## config.mk

```make
export PLATFORM = sky130hd
export DESIGN_NAME = slc_regs
export DESIGN_NICKNAME = d
export VERILOG_FILES = /design/src/common/slc_pkg.sv /design/src/slc_regs.sv
export SDC_FILE = /design/constraint.sdc
export NUM_CORES = 1
export LEC_CHECK = 0
export BUFFER_PORTS_ARGS = -buffer_cell sky130_fd_sc_hd__clkbuf_2
export CAP_MARGIN = 15
export CORE_ASPECT_RATIO = 2
export CORE_MARGIN = 2
export CORE_UTILIZATION = 55
export DETAILED_ROUTE_END_ITERATION = 16
export GPL_ROUTABILITY_DRIVEN = 0
export PLACE_DENSITY = 0.8
export SYNTH_ARGS = -nofsm -noshare
export SYNTH_HDL_FRONTEND = slang
export SYNTH_SLANG_ARGS = --single-unit
```

## constraint.sdc

```tcl
create_clock -name aclk -period 3 [get_ports aclk]
set_clock_uncertainty 0.15 [all_clocks]
set_input_delay 0.3 -clock aclk [delete_from_list [all_inputs] [get_ports aclk]]
set_output_delay 0.3 -clock aclk [all_outputs]
set_load 0.005 [all_outputs]
```

## src/common/slc_pkg.sv

```systemverilog
// Package with the map, layouts, timing and types of the serial link control block.
package slc_pkg;
	// Bus geometry: register index is the word address.
	localparam int AXI_ADDR_W = 14;
	localparam int IDX_W = 12;
	localparam logic [1:0] RESP_OKAY = 2'h0;
	localparam logic [1:0] RESP_SLVERR = 2'h2;

	// Register indices; byte address is four times the index.
	localparam logic [IDX_W-1:0] IDX_OVR_EN = 12'h41E;
	localparam logic [IDX_W-1:0] IDX_PAD = 12'h429;
	localparam logic [IDX_W-1:0] IDX_TEST = 12'h42B;
	localparam logic [IDX_W-1:0] IDX_CORE = 12'h42C;
	localparam logic [IDX_W-1:0] IDX_CAL = 12'h42E;
	localparam logic [IDX_W-1:0] IDX_OVR_VAL = 12'h42F;
	localparam logic [IDX_W-1:0] IDX_DLY = 12'h430;
	localparam logic [IDX_W-1:0] IDX_ESD = 12'h442;
	localparam logic [IDX_W-1:0] IDX_LED = 12'h450;
	localparam logic [IDX_W-1:0] IDX_IRQ_ST = 12'h460;
	localparam logic [IDX_W-1:0] IDX_IRQ_MASK = 12'h461;

	// Reset values.
	localparam logic [15:0] RST_ZERO = 16'h0000;
	localparam logic [15:0] RST_PAD = 16'h0030;
	localparam logic [15:0] RST_DLY = 16'h0960;
	localparam logic [15:0] RST_LED = 16'h2610;

	// Writable bit masks; other bits are read-only.
	localparam logic [15:0] WM_ALL = 16'hFFFF;
	localparam logic [15:0] WM_OVR_EN = 16'h01FF;
	localparam logic [15:0] WM_CAL = 16'h0F9E;
	localparam logic [15:0] WM_DLY = 16'h7FFF;
	localparam logic [15:0] WM_ESD = 16'h81FF;
	localparam logic [15:0] WM_LED = 16'h7FFF;

	// Field positions.
	localparam int OVR_EN_BIT = 8;
	localparam int PAD_LB_BIT = 1;
	localparam int CORE_LB_BIT = 4;
	localparam int CAL_WD_DIS_BIT = 11;
	localparam int CAL_WD_SEL_LSB = 9;
	localparam int CAL_AVG_LSB = 7;
	localparam int CAL_START_BIT = 6;
	localparam int CAL_LOCK_BIT = 5;
	localparam int CAL_FORCE_LSB = 1;
	localparam int CAL_SYNC_BIT = 0;
	localparam int DLY_EN_BIT = 12;
	localparam int DLY_TX_LSB = 8;
	localparam int DLY_RX_LSB = 4;
	localparam int ESD_LSB = 9;
	localparam int IRQ_W = 3;

	// Calibration watchdog limits in microseconds and in clock cycles.
	localparam int CLK_PERIOD_NS = 50;
	localparam int WD_US_0 = 32;
	localparam int WD_US_1 = 48;
	localparam int WD_US_2 = 64;
	localparam int WD_US_3 = 128;
	localparam logic [11:0] WD_CYC_0 = 12'(WD_US_0 * 1000 / CLK_PERIOD_NS);
	localparam logic [11:0] WD_CYC_1 = 12'(WD_US_1 * 1000 / CLK_PERIOD_NS);
	localparam logic [11:0] WD_CYC_2 = 12'(WD_US_2 * 1000 / CLK_PERIOD_NS);
	localparam logic [11:0] WD_CYC_3 = 12'(WD_US_3 * 1000 / CLK_PERIOD_NS);

	typedef enum logic [1:0] {
		CAL_IDLE = 2'b00,
		CAL_RUN = 2'b01
	} slc_cal_st_t;

	// Controls driven to the serial front end.
	typedef struct packed {
		logic pad_loopback_en;
		logic core_loopback_enable;
		logic [15:0] recovery_test_word;
		logic [3:0] force_en;
		logic delay_line_en;
		logic [3:0] transmit_delay_code;
		logic [3:0] receive_delay_code;
		logic [14:0] led_cfg;
	} slc_ana_t;

	// Power control signals that can be overridden.
	typedef struct packed {
		logic energy_lost;
		logic energy_detect_en;
		logic sleep_en;
	} slc_pwr_t;
endpackage

```

## src/slc_regs.sv

```systemverilog
// Register block for serial link loopback, calibration and overrides.
// Functional notes
// - pad loopback bit routes serial TX to RX.
// - core loopback returns TX data before pads.
// - watchdog stops calibration, applies default trim.
// - timeout disable bit turns watchdog off.
// - timeout select gives 32/48/64/128 microseconds.
// - averaging field repeats calibration 1/2/4/8 times.
// - start bit launches calibration, clears itself.
// - read-only bit shows recovery loop lock.
// - three override values apply when enabled.
// - six-bit read-only discharge event count.
// - delay codes reset to 9 and 6.
// - full 16-bit recovery test word.
// - indicator config resets to 2610 hex.
// - bit 8 at 41E enables overrides.
module slc_regs #(
	parameter int SER_W = 10
) (
	input wire logic aclk, // Device clock.
	input wire logic aresetn, // Synchronous reset, active low.
	input wire logic [slc_pkg::AXI_ADDR_W-1:0] awaddr, // Write address.
	input wire logic awvalid, // Write address valid.
	output logic awready, // Write address ready.
	input wire logic [31:0] wdata, // Write data.
	input wire logic [3:0] wstrb, // Write byte strobes.
	input wire logic wvalid, // Write data valid.
	output logic wready, // Write data ready.
	output logic [1:0] bresp, // Write response.
	output logic bvalid, // Write response valid.
	input wire logic bready, // Write response ready.
	input wire logic [slc_pkg::AXI_ADDR_W-1:0] araddr, // Read address.
	input wire logic arvalid, // Read address valid.
	output logic arready, // Read address ready.
	output logic [31:0] rdata, // Read data.
	output logic [1:0] rresp, // Read response.
	output logic rvalid, // Read data valid.
	input wire logic rready, // Read data ready.
	input wire logic [SER_W-1:0] ser_tx_data, // Serial transmit word.
	input wire logic [SER_W-1:0] ser_rx_pad_data, // Word from RX pads.
	output logic [SER_W-1:0] ser_rx_data, // Word into RX path.
	input wire logic recovery_locked, // Recovery loop lock.
	input wire logic data_sync, // Serial data sync status.
	input wire logic calib_step_done, // One tuning pass done, pulse.
	input wire logic [5:0] esd_count, // Discharge event count.
	input wire slc_pkg::slc_pwr_t pwr_func, // Functional power signals.
	output slc_pkg::slc_pwr_t pwr_o, // Power signals after override.
	output slc_pkg::slc_ana_t ana_o, // Front-end controls.
	output logic cal_busy, // Calibration running.
	output logic cal_default_trim, // Default trim in use.
	output logic irq // Level interrupt, active high.
);
	localparam int IW = slc_pkg::IDX_W;

	// Merges written bytes into a register, keeping read-only bits.
	function automatic logic [15:0] merge(logic [15:0] old,
		logic [15:0] wd, logic [15:0] m);
		return (old & ~m) | (wd & m);
	endfunction
	// True for every index that holds a register.
	function automatic logic is_mapped(logic [IW-1:0] idx);
		case (idx)
			slc_pkg::IDX_OVR_EN, slc_pkg::IDX_PAD, slc_pkg::IDX_TEST,
			slc_pkg::IDX_CORE, slc_pkg::IDX_CAL, slc_pkg::IDX_OVR_VAL,
			slc_pkg::IDX_DLY, slc_pkg::IDX_ESD, slc_pkg::IDX_LED,
			slc_pkg::IDX_IRQ_ST, slc_pkg::IDX_IRQ_MASK: return 1'b1;
			default: return 1'b0;
		endcase
	endfunction
	// Watchdog limit in cycles for a select code.
	function automatic logic [11:0] wd_limit(logic [1:0] sel);
		case (sel)
			2'h0: return slc_pkg::WD_CYC_0;
			2'h1: return slc_pkg::WD_CYC_1;
			2'h2: return slc_pkg::WD_CYC_2;
			default: return slc_pkg::WD_CYC_3;
		endcase
	endfunction
	// Number of tuning passes for an averaging code.
	function automatic logic [3:0] avg_reps(logic [1:0] sel);
		return 4'(4'h1 << sel);
	endfunction
	logic aw_got_ff, w_got_ff, bvalid_ff, rvalid_ff, cal_def_ff;
	logic [IW-1:0] wr_idx_ff, ar_idx;
	logic [15:0] wdata_ff, wr_bm, rd_val;
	logic [1:0] wstrb_ff, bresp_ff, rresp_ff, wd_sel, avg_sel;
	logic [31:0] rdata_ff;
	logic [15:0] ovr_en_ff, pad_ff, test_ff, core_ff, cal_ff;
	logic [15:0] ovr_val_ff, dly_ff, esd_ff, led_ff;
	logic [slc_pkg::IRQ_W-1:0] irq_st_ff, irq_mask_ff, irq_ev;
	logic [5:0] esd_prev_ff;
	slc_pkg::slc_cal_st_t cal_st_ff;
	logic [11:0] wd_cnt_ff;
	logic [3:0] rep_cnt_ff;
	slc_pkg::slc_pwr_t pwr_ff;
	logic [SER_W-1:0] rx_ff;
	logic wr_go, ar_fire, cal_start, cal_run, cal_fin, cal_tmo, wd_dis;
	// Bus handshakes; a pending response blocks new writes.
	assign awready = !aw_got_ff && !bvalid_ff;
	assign wready = !w_got_ff && !bvalid_ff;
	assign arready = !rvalid_ff;
	assign bvalid = bvalid_ff;
	assign bresp = bresp_ff;
	assign rvalid = rvalid_ff;
	assign rdata = rdata_ff;
	assign rresp = rresp_ff;
	assign wr_go = aw_got_ff && w_got_ff && !bvalid_ff;
	assign ar_fire = arvalid && arready;
	assign ar_idx = araddr[slc_pkg::AXI_ADDR_W-1:2];
	assign wr_bm = {{8{wstrb_ff[1]}}, {8{wstrb_ff[0]}}};

	// Write channel: address and data are taken in either order.
	always_ff @(posedge aclk) begin
		if (!aresetn) begin
			aw_got_ff <= 1'b0;
			w_got_ff <= 1'b0;
			bvalid_ff <= 1'b0;
			bresp_ff <= slc_pkg::RESP_OKAY;
			wr_idx_ff <= '0;
			wdata_ff <= 16'h0000;
			wstrb_ff <= 2'h0;
		end else begin
			if (awvalid && awready) begin
				aw_got_ff <= 1'b1;
				wr_idx_ff <= awaddr[slc_pkg::AXI_ADDR_W-1:2];
			end
			if (wvalid && wready) begin
				w_got_ff <= 1'b1;
				wdata_ff <= wdata[15:0];
				wstrb_ff <= wstrb[1:0];
			end
			if (wr_go) begin
				aw_got_ff <= 1'b0;
				w_got_ff <= 1'b0;
				bvalid_ff <= 1'b1;
				bresp_ff <= is_mapped(wr_idx_ff) ? slc_pkg::RESP_OKAY :
					slc_pkg::RESP_SLVERR;
			end else if (bvalid_ff && bready) begin
				bvalid_ff <= 1'b0;
			end
		end
	end

	// Read value mux; bits above 15 and read-only gaps read as zero.
	always_comb begin
		rd_val = 16'h0000;
		case (ar_idx)
			slc_pkg::IDX_OVR_EN: rd_val = ovr_en_ff;
			slc_pkg::IDX_PAD: rd_val = pad_ff;
			slc_pkg::IDX_TEST: rd_val = test_ff;
			slc_pkg::IDX_CORE: rd_val = core_ff;
			slc_pkg::IDX_CAL: begin
				rd_val = cal_ff;
				rd_val[slc_pkg::CAL_START_BIT] = cal_run;
				rd_val[slc_pkg::CAL_LOCK_BIT] = recovery_locked;
				rd_val[slc_pkg::CAL_SYNC_BIT] = data_sync;
			end
			slc_pkg::IDX_OVR_VAL: rd_val = ovr_val_ff;
			slc_pkg::IDX_DLY: rd_val = dly_ff;
			slc_pkg::IDX_ESD: begin
				rd_val = esd_ff;
				rd_val[slc_pkg::ESD_LSB+:6] = esd_count;
			end
			slc_pkg::IDX_LED: rd_val = led_ff;
			slc_pkg::IDX_IRQ_ST: rd_val = {13'h0000, irq_st_ff};
			slc_pkg::IDX_IRQ_MASK: rd_val = {13'h0000, irq_mask_ff};
			default: rd_val = 16'h0000;
		endcase
	end

	// Read channel answers one cycle after the address is taken.
	always_ff @(posedge aclk) begin
		if (!aresetn) begin
			rvalid_ff <= 1'b0;
			rdata_ff <= 32'h0000_0000;
			rresp_ff <= slc_pkg::RESP_OKAY;
		end else if (ar_fire) begin
			rvalid_ff <= 1'b1;
			rdata_ff <= {16'h0000, rd_val};
			rresp_ff <= is_mapped(ar_idx) ? slc_pkg::RESP_OKAY :
				slc_pkg::RESP_SLVERR;
		end else if (rvalid_ff && rready) begin
			rvalid_ff <= 1'b0;
		end
	end

	// Configuration registers; reserved read-write bits simply store.
	always_ff @(posedge aclk) begin
		if (!aresetn) begin
			ovr_en_ff <= slc_pkg::RST_ZERO;
			pad_ff <= slc_pkg::RST_PAD;
			test_ff <= slc_pkg::RST_ZERO;
			core_ff <= slc_pkg::RST_ZERO;
			cal_ff <= slc_pkg::RST_ZERO;
			ovr_val_ff <= slc_pkg::RST_ZERO;
			dly_ff <= slc_pkg::RST_DLY;
			esd_ff <= slc_pkg::RST_ZERO;
			led_ff <= slc_pkg::RST_LED;
		end else if (wr_go) begin
			case (wr_idx_ff)
				slc_pkg::IDX_OVR_EN: ovr_en_ff <= merge(ovr_en_ff, wdata_ff,
					wr_bm & slc_pkg::WM_OVR_EN);
				slc_pkg::IDX_PAD: pad_ff <= merge(pad_ff, wdata_ff,
					wr_bm);
				slc_pkg::IDX_TEST: test_ff <= merge(test_ff, wdata_ff,
					wr_bm);
				slc_pkg::IDX_CORE: core_ff <= merge(core_ff, wdata_ff,
					wr_bm);
				slc_pkg::IDX_CAL: cal_ff <= merge(cal_ff, wdata_ff,
					wr_bm & slc_pkg::WM_CAL);
				slc_pkg::IDX_OVR_VAL: ovr_val_ff <= merge(ovr_val_ff,
					wdata_ff, wr_bm);
				slc_pkg::IDX_DLY: dly_ff <= merge(dly_ff, wdata_ff,
					wr_bm & slc_pkg::WM_DLY);
				slc_pkg::IDX_ESD: esd_ff <= merge(esd_ff, wdata_ff,
					wr_bm & slc_pkg::WM_ESD);
				slc_pkg::IDX_LED: led_ff <= merge(led_ff, wdata_ff,
					wr_bm & slc_pkg::WM_LED);
				default: ;
			endcase
		end
	end
	// Front-end controls come straight from register flops.
	assign ana_o.pad_loopback_en = pad_ff[slc_pkg::PAD_LB_BIT];
	assign ana_o.core_loopback_enable = core_ff[slc_pkg::CORE_LB_BIT];
	assign ana_o.recovery_test_word = test_ff;
	assign ana_o.force_en = cal_ff[slc_pkg::CAL_FORCE_LSB+:4];
	assign ana_o.delay_line_en = dly_ff[slc_pkg::DLY_EN_BIT];
	assign ana_o.transmit_delay_code = dly_ff[slc_pkg::DLY_TX_LSB+:4];
	assign ana_o.receive_delay_code = dly_ff[slc_pkg::DLY_RX_LSB+:4];
	assign ana_o.led_cfg = led_ff[14:0];
	// Core loopback selects transmit data ahead of the pads.
	always_ff @(posedge aclk) begin
		if (!aresetn) begin
			rx_ff <= '0;
		end else begin
			rx_ff <= core_ff[slc_pkg::CORE_LB_BIT] ? ser_tx_data :
				ser_rx_pad_data;
		end
	end
	assign ser_rx_data = rx_ff;
	// Override bits 2, 1, 0 map onto the struct fields in that order.
	always_ff @(posedge aclk) begin
		if (!aresetn) begin
			pwr_ff <= '0;
		end else if (ovr_en_ff[slc_pkg::OVR_EN_BIT]) begin
			pwr_ff <= slc_pkg::slc_pwr_t'(ovr_val_ff[2:0]);
		end else begin
			pwr_ff <= pwr_func;
		end
	end
	assign pwr_o = pwr_ff;

	// Calibration sequencing terms; config is read live, so changes
	// made while a run is busy take effect at once.
	assign wd_dis = cal_ff[slc_pkg::CAL_WD_DIS_BIT];
	assign wd_sel = cal_ff[slc_pkg::CAL_WD_SEL_LSB+:2];
	assign avg_sel = cal_ff[slc_pkg::CAL_AVG_LSB+:2];
	assign cal_run = (cal_st_ff == slc_pkg::CAL_RUN);
	assign cal_start = wr_go && (wr_idx_ff == slc_pkg::IDX_CAL) &&
		wstrb_ff[0] && wdata_ff[slc_pkg::CAL_START_BIT];
	assign cal_fin = cal_run && calib_step_done &&
		(4'(rep_cnt_ff + 4'h1) == avg_reps(avg_sel));
	assign cal_tmo = cal_run && !cal_fin && !wd_dis &&
		(wd_cnt_ff == 12'(wd_limit(wd_sel) - 12'h001));
	// Calibration state machine with watchdog.
	always_ff @(posedge aclk) begin
		if (!aresetn) begin
			cal_st_ff <= slc_pkg::CAL_IDLE;
			wd_cnt_ff <= 12'h000;
			rep_cnt_ff <= 4'h0;
			cal_def_ff <= 1'b0;
		end else begin
			case (cal_st_ff)
				slc_pkg::CAL_IDLE: begin
					if (cal_start) begin
						cal_st_ff <= slc_pkg::CAL_RUN;
						wd_cnt_ff <= 12'h000;
						rep_cnt_ff <= 4'h0;
					end
				end
				slc_pkg::CAL_RUN: begin
					wd_cnt_ff <= 12'(wd_cnt_ff + 12'h001);
					if (cal_fin) begin
						cal_st_ff <= slc_pkg::CAL_IDLE;
						cal_def_ff <= 1'b0;
					end else if (cal_tmo) begin
						cal_st_ff <= slc_pkg::CAL_IDLE;
						cal_def_ff <= 1'b1;
					end else if (calib_step_done) begin
						rep_cnt_ff <= 4'(rep_cnt_ff + 4'h1);
					end
				end
				default: cal_st_ff <= slc_pkg::CAL_IDLE;
			endcase
		end
	end
	assign cal_busy = cal_run;
	assign cal_default_trim = cal_def_ff;
	// Sticky events: a hardware set wins over a same-cycle clear.
	assign irq_ev = {(esd_count != esd_prev_ff), cal_tmo, cal_fin};
	always_ff @(posedge aclk) begin
		if (!aresetn) begin
			irq_st_ff <= '0;
			irq_mask_ff <= '0;
			esd_prev_ff <= 6'h00;
		end else begin
			esd_prev_ff <= esd_count;
			if (wr_go && wstrb_ff[0] && wr_idx_ff == slc_pkg::IDX_IRQ_ST) begin
				irq_st_ff <= (irq_st_ff & ~wdata_ff[2:0]) | irq_ev;
			end else begin
				irq_st_ff <= irq_st_ff | irq_ev;
			end
			if (wr_go && wstrb_ff[0] && wr_idx_ff == slc_pkg::IDX_IRQ_MASK) begin
				irq_mask_ff <= wdata_ff[2:0];
			end
		end
	end
	assign irq = |(irq_st_ff & irq_mask_ff);
endmodule

```

# --- After elaboration in Yosys (flattened, before gate mapping) ---
# Cells that the tools add are included.
word_totals:
  reg_bits: 242
  latchBits: 0
  ram_bits: 0
  mem_bits_ro: 0
  inputBits: 103
  wordCells: 180
  n_memories: 0
classes:
  addsub: 3
  multipliers: 0
  n_div: 0
  magnitude_cmp: 0
  n_eq_ne: 33
  shift: 1
  muxes: 30
  bitwise_logic: 34
  n_reduce_logical: 49
op_table:
  columns: ["op", "n"]
  rows:
  - ["12-bit by 11-bit equality test with 1-bit output (second input constant)", 22]
  - ["16-bit AND", 11]
  - ["16-bit one-hot mux with 11 select lines", 1]
  - ["16-bit OR", 9]
  - ["12-bit one-hot mux with 3 select lines", 1]
  - ["16-bit inverter", 2]
  - ["12-bit one-hot mux with 2 select lines", 1]
  - ["2-bit AND reduction", 12]
  - ["11-bit OR reduction", 2]
  - ["1-bit logical AND", 20]
  - ["16-bit by 12-bit AND with 16-bit output", 1]
  - ["16-bit by 15-bit AND with 16-bit output", 1]
  - ["16-bit by 9-bit AND with 16-bit output", 1]
  - ["4-bit 2-to-1 mux", 4]
  - ["12-bit inverter with 16-bit output", 1]
  - ["15-bit inverter with 16-bit output", 1]
  - ["9-bit inverter with 16-bit output", 1]
  - ["12-bit by 1-bit adder with 12-bit output (second input constant)", 1]
  - ["12-bit equality test", 1]
  - ["1-bit 2-to-1 mux", 12]
  - ["12-bit 2-to-1 mux", 1]
  - ["12-bit by 1-bit subtractor with 12-bit output (second input constant)", 1]
  - ["10-bit 2-to-1 mux", 1]
  - ["2-bit 2-to-1 mux", 5]
  - ["21 further kinds", 37]

# --- Depth between registers and ports, before layout ---
# Gate-level depths: netlist (run 1).
depth:
  ltp_word: 10
  depth_mapped: 9
  mapped_depth_nobuf: 7

# --- Worst setup path before layout (run 1) ---
# No wires, ideal clock.
synth_path:
  kind: "input port to flip-flop"
  startpoint: "input araddr[11] (netlist name)"
  endpoint: "register rdata_ff[0] (netlist: rdata[0])"
  t_arrival_ns: 2.364
  required_ns: 2.771
  path_slack_ns: 0.407
  cell_stages: 8
  n_path_buf: 2
  cell_sequence: "or4b_1 -> buf_2 -> or4b_1 -> buf_2 -> or3_4 -> o2111ai_2 -> nand3_4 -> a22oi_1"
synth_via:
  elab_chain_len: 2
  elab_cells_between_ends: 12
synth_lines:
  columns: ["item", "line_no", "text"]
  rows:
  - ["start, declared", "slc_regs.sv:32", "input wire logic [slc_pkg::AXI_ADDR_W-1:0] araddr,"]
  - ["12-bit by 11-bit equality test with 1-bit output", "slc_regs.sv:147", "case (ar_idx)"]
  - ["16-bit one-hot mux with 11 select lines *", "slc_regs.sv:147", null]
  - ["end signal, assigned", "slc_regs.sv:179", "rdata_ff <= {16'h0000, rd_val};"]
  - ["end, declared", "slc_regs.sv:87", "logic [31:0] rdata_ff;"]
# Mark *: on every way between the ends. The rest lies on a longest branch, timed or not.
# A chain may end at the register's enable or synchronous reset.

==> impl_summary.log, run 1 <==
[metrics] measured slew at the worst slew-check pin: approximately 0.83 ns
[metrics] Antenna Nets Post-Route: 0
[metrics] setup slack on the worst flop-to-flop path: 0.25 ns
[metrics] starting density of the core: roughly 56%
[metrics] DIE AREA: approximately 0.02 mm^2
[metrics] worst path bufs/invs: 2
[metrics] sequential cell area in the final layout: approximately 0.0043 mm^2
[metrics] setup-violating endpoint count in the final report: 0
[metrics] Worst Setup Slack post-DPL: 0.297 ns
[metrics] post-cts gate resize count: 0
[metrics] Worst path most repeated cell: buf_4
[metrics] Worst EP required: roughly 3.2 ns
[metrics] final count of hold timing violations: 0
[metrics] post-synthesis cell area: just over 0.01 mm^2
[metrics] clock-pin slew of the registers on the worst-case setup and hold paths: about 0.070 ns
[metrics] layout net count: around 1,400
[metrics] category of the most critical setup path: reg2reg
[metrics] element type at the critical path start: register
[metrics] PwrDens: between 400 and 500 mW/mm^2
[metrics] synthesis-to-layout area growth: 21.0%
[metrics] number of sinks driven by the clock tree: around 220
[metrics] Residual DRC: 0
[metrics] leading register cell type out of synthesis: dfxtp_1
[metrics] status: completed
[metrics] Max Cap Violations: 0
[metrics] Overflow after GRT: 0
[metrics] number of logic stages on the critical path including buffering: 8
[metrics] global-route wire length before repair: between 40,000 and 50,000 um
[metrics] number of design-rule violations left by the first detailed-router iteration: slightly below 500
[metrics] number of rows created at floorplan: 70
[metrics] count of synthesis-stage warnings from yosys: 0
[metrics] count of flip-flops with a built-in enable after synthesis: 0
[metrics] min setup slack post-route: around 0.25 ns
[metrics] overall routing resource usage: between 20% and 30%
[metrics] portion of synthesized cell area occupied by the leading cell type: approximately 42%
[metrics] CP endpoint kind: register
[metrics] Synth area leaders: dfxtp_1 42%, mux2i_1 12%, nor2b_1 6.6%, nand2_1 5.6%, a21boi_0 4.8%
[metrics] slowest cell delay on critical path: 0.65 ns
[metrics] pin count of the biggest net entering global routing: 140
[metrics] clock tree from TritonCTS: done
[metrics] Clock Tree Root: clkbuf_16
[metrics] sequential area share after synthesis: 42.4%
[metrics] DP Wirelength: between 20,000 and 25,000 um
[metrics] fraction of final layout cells with drive strength greater than 1: around a fifth
[metrics] library cell with the largest summed area after synthesis: dfxtp_1
[metrics] die outline width: 101 um
[metrics] worst-path cell with the longest stage delay: or4b_1
[metrics] floorplan core area: between 0.015 and 0.02 mm^2
[metrics] post-synthesis area per instance: slightly above 9 um^2
[metrics] unrepaired setup endpoints after global routing: no
[metrics] Hold Buf Count CTS: 62
[metrics] clock latency reported for the late side of the worst-skew pair: 0.50 ns
[metrics] Crit Path Max Fanout: 8
[metrics] static power due to leakage: slightly below 5 nW
[metrics] clock buffer depth: 3
[metrics] Post-Synthesis Cells: approximately 1,100
[metrics] cells traversed along the worst timing path: or4b_1, or2_2, nor3_2, buf_4, nor3b_1, buf_4, mux2i_1, nor2b_1
[metrics] Top-Level Pins: 206
[metrics] fraction of synthesis flops using an asynchronous set or reset pin: 0%
[metrics] first-pass iteration count of the detailed router: 6
[metrics] largest voltage drop on the vdd net: between 0.4 and 0.5 mV
[metrics] setup fix buffers added after clock tree synthesis: 0
[metrics] Max Slew Vio Count: 0
[metrics] family with the most delay on the worst path: simple AND/OR/NAND/NOR gates
[metrics] number of global-route vias before repair: just over 9,000
[metrics] routed wire length: 29,900 um
[metrics] detailed-route vias per instance: 5.90
[metrics] Netlist cell types: 72
[metrics] setup TNS: 0 ns
[metrics] Die Height: between 150 and 200 um
[metrics] post-route fraction of the period consumed by the critical path: 91.7%
[metrics] flops & latches, synth: 217
[metrics] worst setup path start: wr_idx_ff[11]$_SDFFE_PN0P_
[metrics] Tightest Hold Check Type: in2reg
[metrics] antenna violations before repair: 0
[metrics] CTS H-tree depth: 1
[metrics] Critical Path AT: around 3 ns
[metrics] share of the core filled with cells in the final layout: a little under 70%
[metrics] IO Port Bufs: about 170
[metrics] Reg2Reg Depth: 8
[metrics] multi-input logic area: 0.00540 mm^2
[metrics] cts bufs inserted: 20
[metrics] Max transition margin: between 40% and 50%
[metrics] Final Hold Slack: ~0.035 ns
[metrics] number of diodes added for antenna fixing: 0
[metrics] via count: 9,121
[metrics] drt wl/cell: a little under 20 um
[metrics] FMAX: between 300 and 400 MHz
[metrics] Fillers: approximately 1,400
[metrics] Tmin final: ~2.8 ns
[metrics] r2r startpoint: wr_idx_ff[11]$_SDFFE_PN0P_
worst min path at each step:
stage | start | end | slack (ns) | depth (start not counted)
finish | aresetn | cal_default_trim$_SDFFE_PN0P_ | 0.03 | 2
global route | aresetn | cal_default_trim$_SDFFE_PN0P_ | 0.06 | 2
CTS | aresetn | cal_default_trim$_SDFFE_PN0P_ | 0.03 | 2
detailed placement | register | register | 0.31 | 2
global placement | register | register | 0.30 | 2
floorplan | esd_count[0] | esd_prev_ff[0]$_SDFF_PN0_ | 0.27 | 1
stage by stage:
step | area (um^2) | power (mW) | std cells
global placement | 11200 | 3.42 | 1452
finish | 12400 | 5.87 | 1546
CTS | 12400 | 5.88 | 1546
global route | 12400 | 6.04 | 1546
detailed placement | 11200 | 3.43 | 1452
floorplan | 10300 | 3.28 | 1145
cell usage in the layout, fill, tap and decap left out, types with 6 or more instances in the layout:
| cell | n |
|---|---|
| o21ai_0 | 12 |
| dfxtp_1 | 217 |
| inv_1 | 9 |
| nand2b_1 | 6 |
| conb_1 | 18 |
| and3_1 | 9 |
| xnor2_1 | 7 |
| nor2_1 | 38 |
| nand3_1 | 45 |
| a21oi_1 | 9 |
| dlygate4sd3_1 | 62 |
| o21ai_1 | 8 |
| clkbuf_16 | 21 |
| a21boi_0 | 66 |
| nor3_1 | 19 |
| mux2_2 | 8 |
| nor2b_1 | 108 |
| nand4_1 | 8 |
| mux2i_1 | 126 |
| a221o_1 | 6 |
| a221oi_1 | 9 |
| and2_1 | 21 |
| buf_4 | 31 |
| nand2_1 | 152 |
| a22oi_1 | 14 |
| a22o_1 | 7 |
| clkbuf_2 | 164 |
layer usage:
metal | track usage, % | part of all wire (%)
met5 | 0 | 0
met3 | 3.08 | 5.0
met2 | 54.0 | 53
met1 | 31.1 | 35
met4 | 21.4 | 7.5
where the power goes:
part           switching, mW  internal, mW
clock network           1.08          1.34
logic                  0.220         0.211
registers             0.0823          2.93
Yosys cell counts (6+ instances only):
master / count
mux2_2: 8
nand3_1: 45
nor2_1: 38
nand2b_1: 6
o21ai_0: 12
xnor2_1: 7
a22o_1: 7
and2_1: 21
a221o_1: 6
nor4_1: 6
and3_1: 9
buf_2: 7
clkbuf_1: 62
a21boi_0: 66
nor2b_1: 108
nand4_1: 8
a21oi_1: 9
nand2_1: 152
inv_1: 9
mux2i_1: 126
o21ai_1: 8
a221oi_1: 9
buf_4: 33
a22oi_1: 14
dfxtp_1: 217
nor3_1: 19
final cells by class:
| type | count | share of cell area [%] |
|---|---|---|
| Tap cell | 216 | 2.18 |
| Multi-Input combinational cell | 812 | 43.6 |
| Clock buffer | 26 | 4.63 |
| Inverter | 9 | 0.273 |
| Clock inverter | 6 | 0.283 |
| Timing Repair Buffer | 260 | 14.0 |
| Sequential cell | 217 | 35.0 |
cells by family after synthesis:
family	count (synthesis)	synth area share (%)
AND/OR/NAND/NOR	465	24.1
other	1	0.0366
XOR/XNOR	12	1.03
AO/OA/AOI/OAI	181	13.4
multiplexers	134	13.2
flip-flops	217	42.4
buffers and inverters	116	5.54
adder cells (fa/ha/maj)	2	0.244
Power figures use the tool's default switching activity.
==> run 2: changes to the inputs <==
--- a/config.mk
+++ b/config.mk
@@ -5,9 +5,9 @@
 export SDC_FILE = /design/constraint.sdc
 export NUM_CORES = 1
 export LEC_CHECK = 0
+export ABC_AREA = 1
 export BUFFER_PORTS_ARGS = -buffer_cell sky130_fd_sc_hd__clkbuf_2
 export CAP_MARGIN = 15
-export CORE_ASPECT_RATIO = 2
 export CORE_MARGIN = 2
 export CORE_UTILIZATION = 55
 export DETAILED_ROUTE_END_ITERATION = 16
==> run 2 against run 1 <==
  * Non-clock buffer count shrank 14
  * Clock power grew 16%
  * Total power grew 7.0%
  * Highest routed layer unchanged
  * Global-route usage shrank 1.0 points
==> impl_summary.log, run 2 <==
[metrics] number of sinks driven by the clock tree: 217 (unchanged)
[metrics] Worst Setup Slack post-DPL: 0.776 ns (was 0.297 ns)
[metrics] count of placed standard cells including taps: 1,710 (was 1,452)
[metrics] portion of synthesized cell area occupied by the leading cell type: 43.6% (was 42.4%)
[metrics] routed wire length: 28,700 um (was 29,900 um)
[metrics] leading register cell type out of synthesis: dfxtp_1 (unchanged)
[metrics] Post-Synthesis Cells: 1,378 (was 1,128)
[metrics] largest voltage drop on the vdd net: 0.426 mV (was 0.447 mV)
[metrics] flops & latches, synth: 217 (unchanged)
[metrics] number of rows created at floorplan: 49 (was 70)
[metrics] Tightest Hold Check Type: in2reg (unchanged)
[metrics] antenna violations before repair: 0 (unchanged)
[metrics] Layout Cells excl Fill: 1,809 (was 1,546)
[metrics] family with the most delay on the worst path: simple AND/OR/NAND/NOR gates (unchanged)
[metrics] worst path bufs/invs: 1 (was 2)
[metrics] most used cells in the layout excluding fill and tap cells: 217 x dfxtp_1, 185 x nand2_1, 164 x clkbuf_2, 152 x a21oi_1, 149 x nor2_1 (was 217 x dfxtp_1, 164 x clkbuf_2, 152 x nand2_1, 126 x mux2i_1, 108 x nor2b_1)
[metrics] clock buffer depth: 3 (unchanged)
[metrics] Synth area leaders: dfxtp_1 44%, a21oi_1 7.6%, nand2_1 7.0%, nand3_1 6.9%, o21ai_0 6.7% (was dfxtp_1 42%, mux2i_1 12%, nor2b_1 6.6%, nand2_1 5.6%, a21boi_0 4.8%)
[metrics] unrepaired setup endpoints after global routing: no (unchanged)
[metrics] setup fix buffers added after clock tree synthesis: 0 (unchanged)
[metrics] cells traversed along the worst timing path: nor2_1, nand2_1, nor3_2, inv_2, nor2_2, o21ai_0, a21oi_1 (was or4b_1, or2_2, nor3_2, buf_4, nor3b_1, buf_4, mux2i_1, nor2b_1)
[metrics] slowest cell delay on critical path: 0.50 ns (was 0.65 ns)
[metrics] share of the core filled with cells in the final layout: 67.8% (was 67.7%)
[metrics] clock-pin slew of the registers on the worst-case setup and hold paths: 0.06 ns (was 0.07 ns)
[metrics] most common library cell in the layout ignoring fill and taps: dfxtp_1 (unchanged)
[metrics] worst setup path start: wr_idx_ff[3]$_SDFFE_PN0P_ (was wr_idx_ff[11]$_SDFFE_PN0P_)
[metrics] first-pass iteration count of the detailed router: 6 (unchanged)
[metrics] clock latency reported for the late side of the worst-skew pair: 0.52 ns (was 0.50 ns)
[metrics] via count: 10,100 (was 9,121)
[metrics] Crit Path Max Fanout: 15 (was 8)
[metrics] die outline width: 139 um (was 101 um)
[metrics] setup TNS: 0 ns (unchanged)
[metrics] number of design-rule violations left by the first detailed-router iteration: 1,063 (was 490)
[metrics] cts bufs inserted: 23 (was 20)
[metrics] Die Height: 139 um (was 197 um)
[metrics] min setup slack post-route: 0.721 ns (was 0.249 ns)
[metrics] IO Port Bufs: 165 (unchanged)
[metrics] status: completed (unchanged)
[metrics] floorplan core area: 0.0179 mm^2 (was 0.0183 mm^2)
[metrics] dominant cell by count in the synthesized netlist: dfxtp_1 (unchanged)
[metrics] number of diodes added for antenna fixing: 0 (unchanged)
[metrics] post-route fraction of the period consumed by the critical path: 76.0% (was 91.7%)
[metrics] Max Slew Vio Count: 0 (unchanged)
[metrics] fraction of final layout cells with drive strength greater than 1: 17.9% (was 19.0%)
[metrics] setup-violating endpoint count in the final report: 0 (unchanged)
[metrics] overall routing resource usage: 28.7% (was 29.8%)
[metrics] count of flip-flops with a built-in enable after synthesis: 0 (unchanged)
[metrics] detailed-route vias per instance: 5.56 (was 5.90)
[metrics] r2r startpoint: wr_idx_ff[3]$_SDFFE_PN0P_ (was wr_idx_ff[11]$_SDFFE_PN0P_)
[metrics] count of synthesis-stage warnings from yosys: 0 (unchanged)
[metrics] PwrDens: 518 mW/mm^2 (was 474 mW/mm^2)
[metrics] starting density of the core: 55.7% (was 56.0%)
[metrics] drt wl/cell: 15.9 um (was 19.3 um)
[metrics] Netlist cell types: 42 (was 72)
[metrics] Tmin final: 2.28 ns (was 2.75 ns)
[metrics] synthesis-to-layout area growth: 21.7% (was 21.0%)
[metrics] Overflow after GRT: 0 (unchanged)
[metrics] static power due to leakage: 5.24 nW (was 4.93 nW)
[metrics] Top-Level Pins: 206 (unchanged)
[metrics] CTS H-tree depth: 1 (unchanged)
[metrics] sequential area share after synthesis: 43.6% (was 42.4%)
[metrics] clock tree from TritonCTS: done (unchanged)
[metrics] post-synthesis area per instance: 7.24 um^2 (was 9.08 um^2)
[metrics] final count of hold timing violations: 0 (unchanged)
[metrics] Critical Path AT: 2.57 ns (was 2.99 ns)
[metrics] number of logic stages on the critical path including buffering: 7 (was 8)
[metrics] Worst EP required: 3.29 ns (was 3.24 ns)
[metrics] post-cts gate resize count: 0 (unchanged)
[metrics] Residual DRC: 0 (unchanged)
[metrics] number of global-route vias before repair: 9,075 (was 9,108)
[metrics] measured slew at the worst slew-check pin: 0.769 ns (was 0.828 ns)
[metrics] Commonest cells post-synth: 217 x dfxtp_1, 185 x nand2_1, 152 x a21oi_1 (was 217 x dfxtp_1, 152 x nand2_1, 126 x mux2i_1)
[metrics] global-route wire length before repair: 46,300 um (was 46,500 um)
[metrics] CP endpoint kind: register (unchanged)
[metrics] DP Wirelength: 19,600 um (was 20,800 um)
[metrics] Reg2Reg Depth: 7 (was 8)
[metrics] setup slack on the worst flop-to-flop path: 0.72 ns (was 0.25 ns)
[metrics] layout net count: 1,670 (was 1,425)
[metrics] FMAX: 439 MHz (was 364 MHz)
[metrics] Max transition margin: 48.4% (was 44.0%)
[metrics] Antenna Nets Post-Route: 0 (unchanged)
[metrics] Clock Tree Root: clkbuf_16 (unchanged)
[metrics] worst-path cell with the longest stage delay: nor2_2 (was or4b_1)
[metrics] post-synthesis cell area: 0.00997 mm^2 (was 0.0102 mm^2)
[metrics] Max Cap Violations: 0 (unchanged)
[metrics] element type at the critical path start: register (unchanged)
[metrics] pin count of the biggest net entering global routing: 66 (was 140)
[metrics] fraction of synthesis flops using an asynchronous set or reset pin: 0% (unchanged)
[metrics] DIE AREA: 0.0192 mm^2 (was 0.0198 mm^2)
[metrics] category of the most critical setup path: reg2reg (unchanged)
[metrics] library cell with the largest summed area after synthesis: dfxtp_1 (unchanged)
run 2: area by class of cell:
class                      count  area (um^2)
clock buffer                  33          673
inverter                     144          541
timing repair buffer         246         1620
sequential                   217         4340
multi-input combinational    933         4600
clock inverter                 7         75.1
tap                          229          287
fill                        1487         5760
run 2: tightest hold or removal path, stage by stage:
cell and delay, ns:
clkbuf_2 0.08, o21ai_0 0.13, a21oi_1 0.14
run 2: kinds of logic (layout without fill, tap and decap cells):
kind of cell	Yosys count	in the layout	synth area share, %
compound gates	359	359	19.3
xor+xnor	2	2	0.176
fa+ha+maj	2	2	0.251
buf+inv	245	430	11.0
flops	217	217	43.6
other cells	1	18	0.0376
simple gates	552	552	25.7
run 2: metal layers:
metal  GRT usage (%)  share of wire (%)  vias to the layer above
li1                -                  -                     4925
met1            41.9                 45                     4563
met2            44.7                 44                      522
met3            4.49                9.1                       50
met4            7.55                1.9                        0
met5               0                  0                        -
run 2: how the worst min path moves through the flow:
stage                                         start                   endpoint  cells after the start
after floorplan                        esd_count[0]  esd_prev_ff[0]$_SDFF_PN0_                      2
after global placement    wr_idx_ff[9]$_SDFFE_PN0P_  wr_idx_ff[9]$_SDFFE_PN0P_                      2
after detailed placement                   register                   register                      2
after CTS                                  wdata[4]   wdata_ff[4]$_SDFFE_PN0P_                      3
after global routing                       wdata[6]   wdata_ff[6]$_SDFFE_PN0P_                      3
final                                      wdata[4]   wdata_ff[4]$_SDFFE_PN0P_                      3
run 2: where the power goes:
group | internal, mW | total (mW) | switching [mW]
clock | 1.65 | 2.81 | 1.17
combinational | 0.176 | 0.489 | 0.313
sequential | 2.94 | 2.98 | 0.0398
total | 4.77 | 6.28 | 1.52
run 2: repair_timing:
action	4_1_cts	5_1_grt
hold buffers	59	0
hold endpoints to repair	49	0
setup endpoints to repair	0	0
run 2: through the flow:
step | instance area, um^2 | hold WS (ns) | total power [mW]
global placement | 10800 | 0.280 | 3.45
global route | 12100 | 0.0908 | 6.48
finish | 12100 | 0.0314 | 6.28
floorplan | 10000 | 0.243 | 3.31
CTS | 12100 | 0.00383 | 6.29
detailed placement | 10800 | 0.285 | 3.46
==> run 3: changes to the inputs <==
==> constraint.sdc (replaced) <==
create_clock -name aclk -period 2.2 [get_ports aclk]
set_clock_uncertainty 0.15 [all_clocks]
set_input_delay 0.22 -clock aclk [delete_from_list [all_inputs] [get_ports aclk]]
set_output_delay 0.22 -clock aclk [all_outputs]
set_load 0.005 [all_outputs]
==> run 3 against run 2 <==
  * Wire length rose by 3.3%
  * Count of clock-buffer cells in the layout down 1
  * Sequential cell count is the same
  * Worst hold slack improved by 0.048 ns
  * Setup slack worse by 0.60 ns
  * Register-to-register slack worse by 0.56 ns
  * Die area unchanged
  * Critical path type is now in2reg
==> impl_summary.log, run 3 (same netlist as run 2, synthesis figures left out) <==
[metrics] GR Layer Usage met3: 5.73% (was 4.49%)
[metrics] number of global-route vias before repair: 9,540 (was 9,075)
[metrics] FMAX: about 480 MHz
[metrics] Worst Setup Slack post-DPL: 0.142 ns (was 0.776 ns)
[metrics] overall routing resource usage: 29.6% (was 28.7%)
[metrics] family with the most delay on the worst path: buffers and inverters (was simple AND/OR/NAND/NOR gates)
[metrics] switching share of power: 23.1% (was 24.2%)
[metrics] drt wl/cell: 16.1 um (was 15.9 um)
[metrics] number of diodes added for antenna fixing: 0 (unchanged)
[metrics] starting density of the core: 55.7% (unchanged)
[metrics] routed wire length: 29,700 um (was 28,700 um)
[metrics] Tmin final: 2.08 ns
[metrics] Clock Tree Root: clkbuf_16 (unchanged)
[metrics] first-pass iteration count of the detailed router: 5 (was 6)
[metrics] min-delay src: arvalid (was wdata[4])
[metrics] fraction of power consumed by sequential logic: 44.4% (was 47.5%)
[metrics] status: completed (unchanged)
[metrics] slowest cell delay on critical path: 0.56 ns (was 0.50 ns)
[metrics] cells traversed along the worst timing path: dlygate4sd3_1, buf_4, buf_16, buf_4, o21ai_0, nor2_1, dlygate4sd3_1 (was nor2_1, nand2_1, nor3_2, inv_2, nor2_2, o21ai_0, a21oi_1)
[metrics] Worst EP required: 2.50 ns (was 3.29 ns)
[metrics] number of design-rule violations left by the first detailed-router iteration: 1,050 (was 1,063)
[metrics] detailed-route vias per instance: 5.57 (was 5.56)
[metrics] Top-Level Pins: 206 (unchanged)
[metrics] CTS H-tree depth: 1 (unchanged)
[metrics] clock-pin slew of the registers on the worst-case setup and hold paths: 0.06 ns (about the same)
[metrics] global routing's busiest layer: met2 (unchanged)
[metrics] Tightest Hold Check Type: in2reg (unchanged)
[metrics] most used cells in the layout excluding fill and tap cells: 216 x dfxtp_1, 183 x nand2_1, 164 x clkbuf_2, 152 x a21oi_1, 149 x nor2_1 (was 217 x dfxtp_1, 185 x nand2_1, 164 x clkbuf_2, 152 x a21oi_1, 149 x nor2_1)
[metrics] cts bufs inserted: 24 (was 23)
[metrics] floorplan core area: 0.0179 mm^2 (unchanged)
[metrics] met1 layer usage reported by global route: 40.9% (was 41.9%)
[metrics] clock latency reported for the late side of the worst-skew pair: 0.51 ns (was 0.52 ns)
[metrics] DIE AREA: 0.0192 mm^2 (unchanged)
[metrics] unrepaired setup endpoints after global routing: yes (was no)
[metrics] pin count of the biggest net entering global routing: 95 (was 66)
[metrics] static power due to leakage: 5.46 nW (was 5.24 nW)
[metrics] Comb pwr share: 7.7% (was 7.8%)
[metrics] most common library cell in the layout ignoring fill and taps: dfxtp_1 (unchanged)
[metrics] element type at the critical path start: input port (was register)
[metrics] number of sinks driven by the clock tree: 217 (unchanged)
[metrics] category of the most critical setup path: in2reg (was reg2reg)
[metrics] final count of hold timing violations: 0 (unchanged)
[metrics] setup-violating endpoint count in the final report: 0 (unchanged)
[metrics] net switching power figure: 2.11 mW (was 1.52 mW)
[metrics] r2r startpoint: wr_idx_ff[0]$_SDFFE_PN0P_ (was wr_idx_ff[3]$_SDFFE_PN0P_)
[metrics] Die Height: 139 um (unchanged)
[metrics] post-route fraction of the period consumed by the critical path: between 90% and 100%
[metrics] fraction of met2 tracks used by global routing: 47.2% (was 44.7%)
[metrics] DP Wirelength: 20,100 um (was 19,600 um)
[metrics] die outline width: 139 um (unchanged)
[metrics] clock buffer depth: 3 (unchanged)
[metrics] measured slew at the worst slew-check pin: 0.585 ns (was 0.769 ns)
[metrics] number of rows created at floorplan: 49 (unchanged)
[metrics] layout net count: 1,702 (was 1,670)
[metrics] synthesis-to-layout area growth: 26.0% (was 21.7%)
[metrics] IO Port Bufs: 165 (unchanged)
[metrics] PwrDens: 729 mW/mm^2 (was 518 mW/mm^2)
[metrics] Crit Path Max Fanout: 94 (was 15)
[metrics] worst setup path start: aresetn (was wr_idx_ff[3]$_SDFFE_PN0P_)
[metrics] via count: 10,300 (was 10,100)
[metrics] largest voltage drop on the vdd net: 0.622 mV (was 0.426 mV)
[metrics] clock tree from TritonCTS: done (unchanged)
[metrics] worst path bufs/invs: 5 (was 1)
[metrics] setup fix buffers added after clock tree synthesis: 0 (unchanged)
[metrics] Critical Path AT: 2.37 ns (was 2.57 ns)
[metrics] worst-path cell with the longest stage delay: dlygate4sd3_1 (was nor2_2)
[metrics] Max Cap Violations: 0 (unchanged)
[metrics] Residual DRC: 0 (unchanged)
[metrics] fraction of final layout cells with drive strength greater than 1: 19.6% (was 17.9%)
[metrics] global-route wire length before repair: 47,400 um (was 46,300 um)
[metrics] Overflow after GRT: 0 (unchanged)
[metrics] share of power burned in the clock network: 47.9% (was 44.8%)
[metrics] Antenna Nets Post-Route: 0 (unchanged)
[metrics] Max transition margin: 60.8% (was 48.4%)
[metrics] Max Slew Vio Count: 0 (unchanged)
[metrics] CP endpoint kind: register (unchanged)
[metrics] antenna violations before repair: 0 (unchanged)
[metrics] setup TNS: 0 ns (unchanged)
[metrics] min setup slack post-route: 0.121 ns (was 0.721 ns)
[metrics] Pint: 7.05 mW (was 4.77 mW)
[metrics] Final Hold Slack: 0.0797 ns (was 0.0314 ns)
[metrics] share of the core filled with cells in the final layout: 70.2% (was 67.8%)
==> run 3: changes by cell type in the layout (fill, tap and decap cells not counted), sizes merged <==
cell	change
buf	+20
bufinv	+3
clkinv	+2
inv	-1
dlygate4sd3	+11
clkbuf	-1
clkinvlp	+1
==> run 3: power by group through the flow <==
stage / clock (mW) / sequential (mW) / combinational [mW]
2_1_floorplan: 0 / 4.14 / 0.367
3_3_place_gp: 0 / 4.15 / 0.569
3_5_place_dp: 0 / 4.15 / 0.581
4_1_cts: 4.42 / 4.06 / 0.682
5_1_grt: 4.59 / 4.08 / 0.776
6_report: 4.38 / 4.07 / 0.707
==> run 3: worst paths after layout <==
path / slack [ns] / endpoint / cells after the start
setup reg to reg: 0.16 / rep_cnt_ff[3]$_SDFFE_PN0P_ / 10
hold / removal: 0.08 / rdata[0]$_SDFFE_PN0P_ / 5
hold reg to reg: 0.29 / wr_idx_ff[9]$_SDFFE_PN0P_ / 2
setup / recovery: 0.12 / ser_rx_data[7]$_SDFF_PN0_ / 7
==> run 3: worst min-delay path, delay by kind of cell <==
family / cells / cell delay (ns)
simple gates: 2 / 0.13
compound gates: 1 / 0.06
buf+inv: 2 / 0.28
==> run 3: final cells by class <==
cell class                      instances  area (um^2)
Multi-Input combinational cell        933         4610
Fill cell                            1416         5340
Tap cell                              229          287
Sequential cell                       217         4350
Clock inverter                         12          163
Clock buffer                           32          722
Timing Repair Buffer                  277         1890
Inverter                              144          541
==> run 3: per-layer routing <==
| metal | vias up | part of all wire, % |
|---|---|---|
| met5 | - | 0 |
| li1 | 4992 | - |
| met4 | 0 | 2.4 |
| met1 | 4717 | 43 |
| met2 | 502 | 45 |
| met3 | 59 | 9.3 |
==> run 3: timing repair <==
| action | CTS | global route |
|---|---|---|
| hold buffers | 69 | 1 |
| endpoints found under the hold margin | 51 | 2 |
| resized for setup | 0 | 6 |
| endpoints found under the setup margin | 0 | 18 |
==> run 3: per-stage QoR <==
stage | instances | total power, mW | area [um^2]
6_report | 1844 | 9.16 | 12600
5_1_grt | 1844 | 9.44 | 12600
4_1_cts | 1843 | 9.17 | 12500
3_5_place_dp | 1730 | 4.73 | 11000
3_3_place_gp | 1730 | 4.72 | 11000
2_1_floorplan | 1395 | 4.51 | 10000
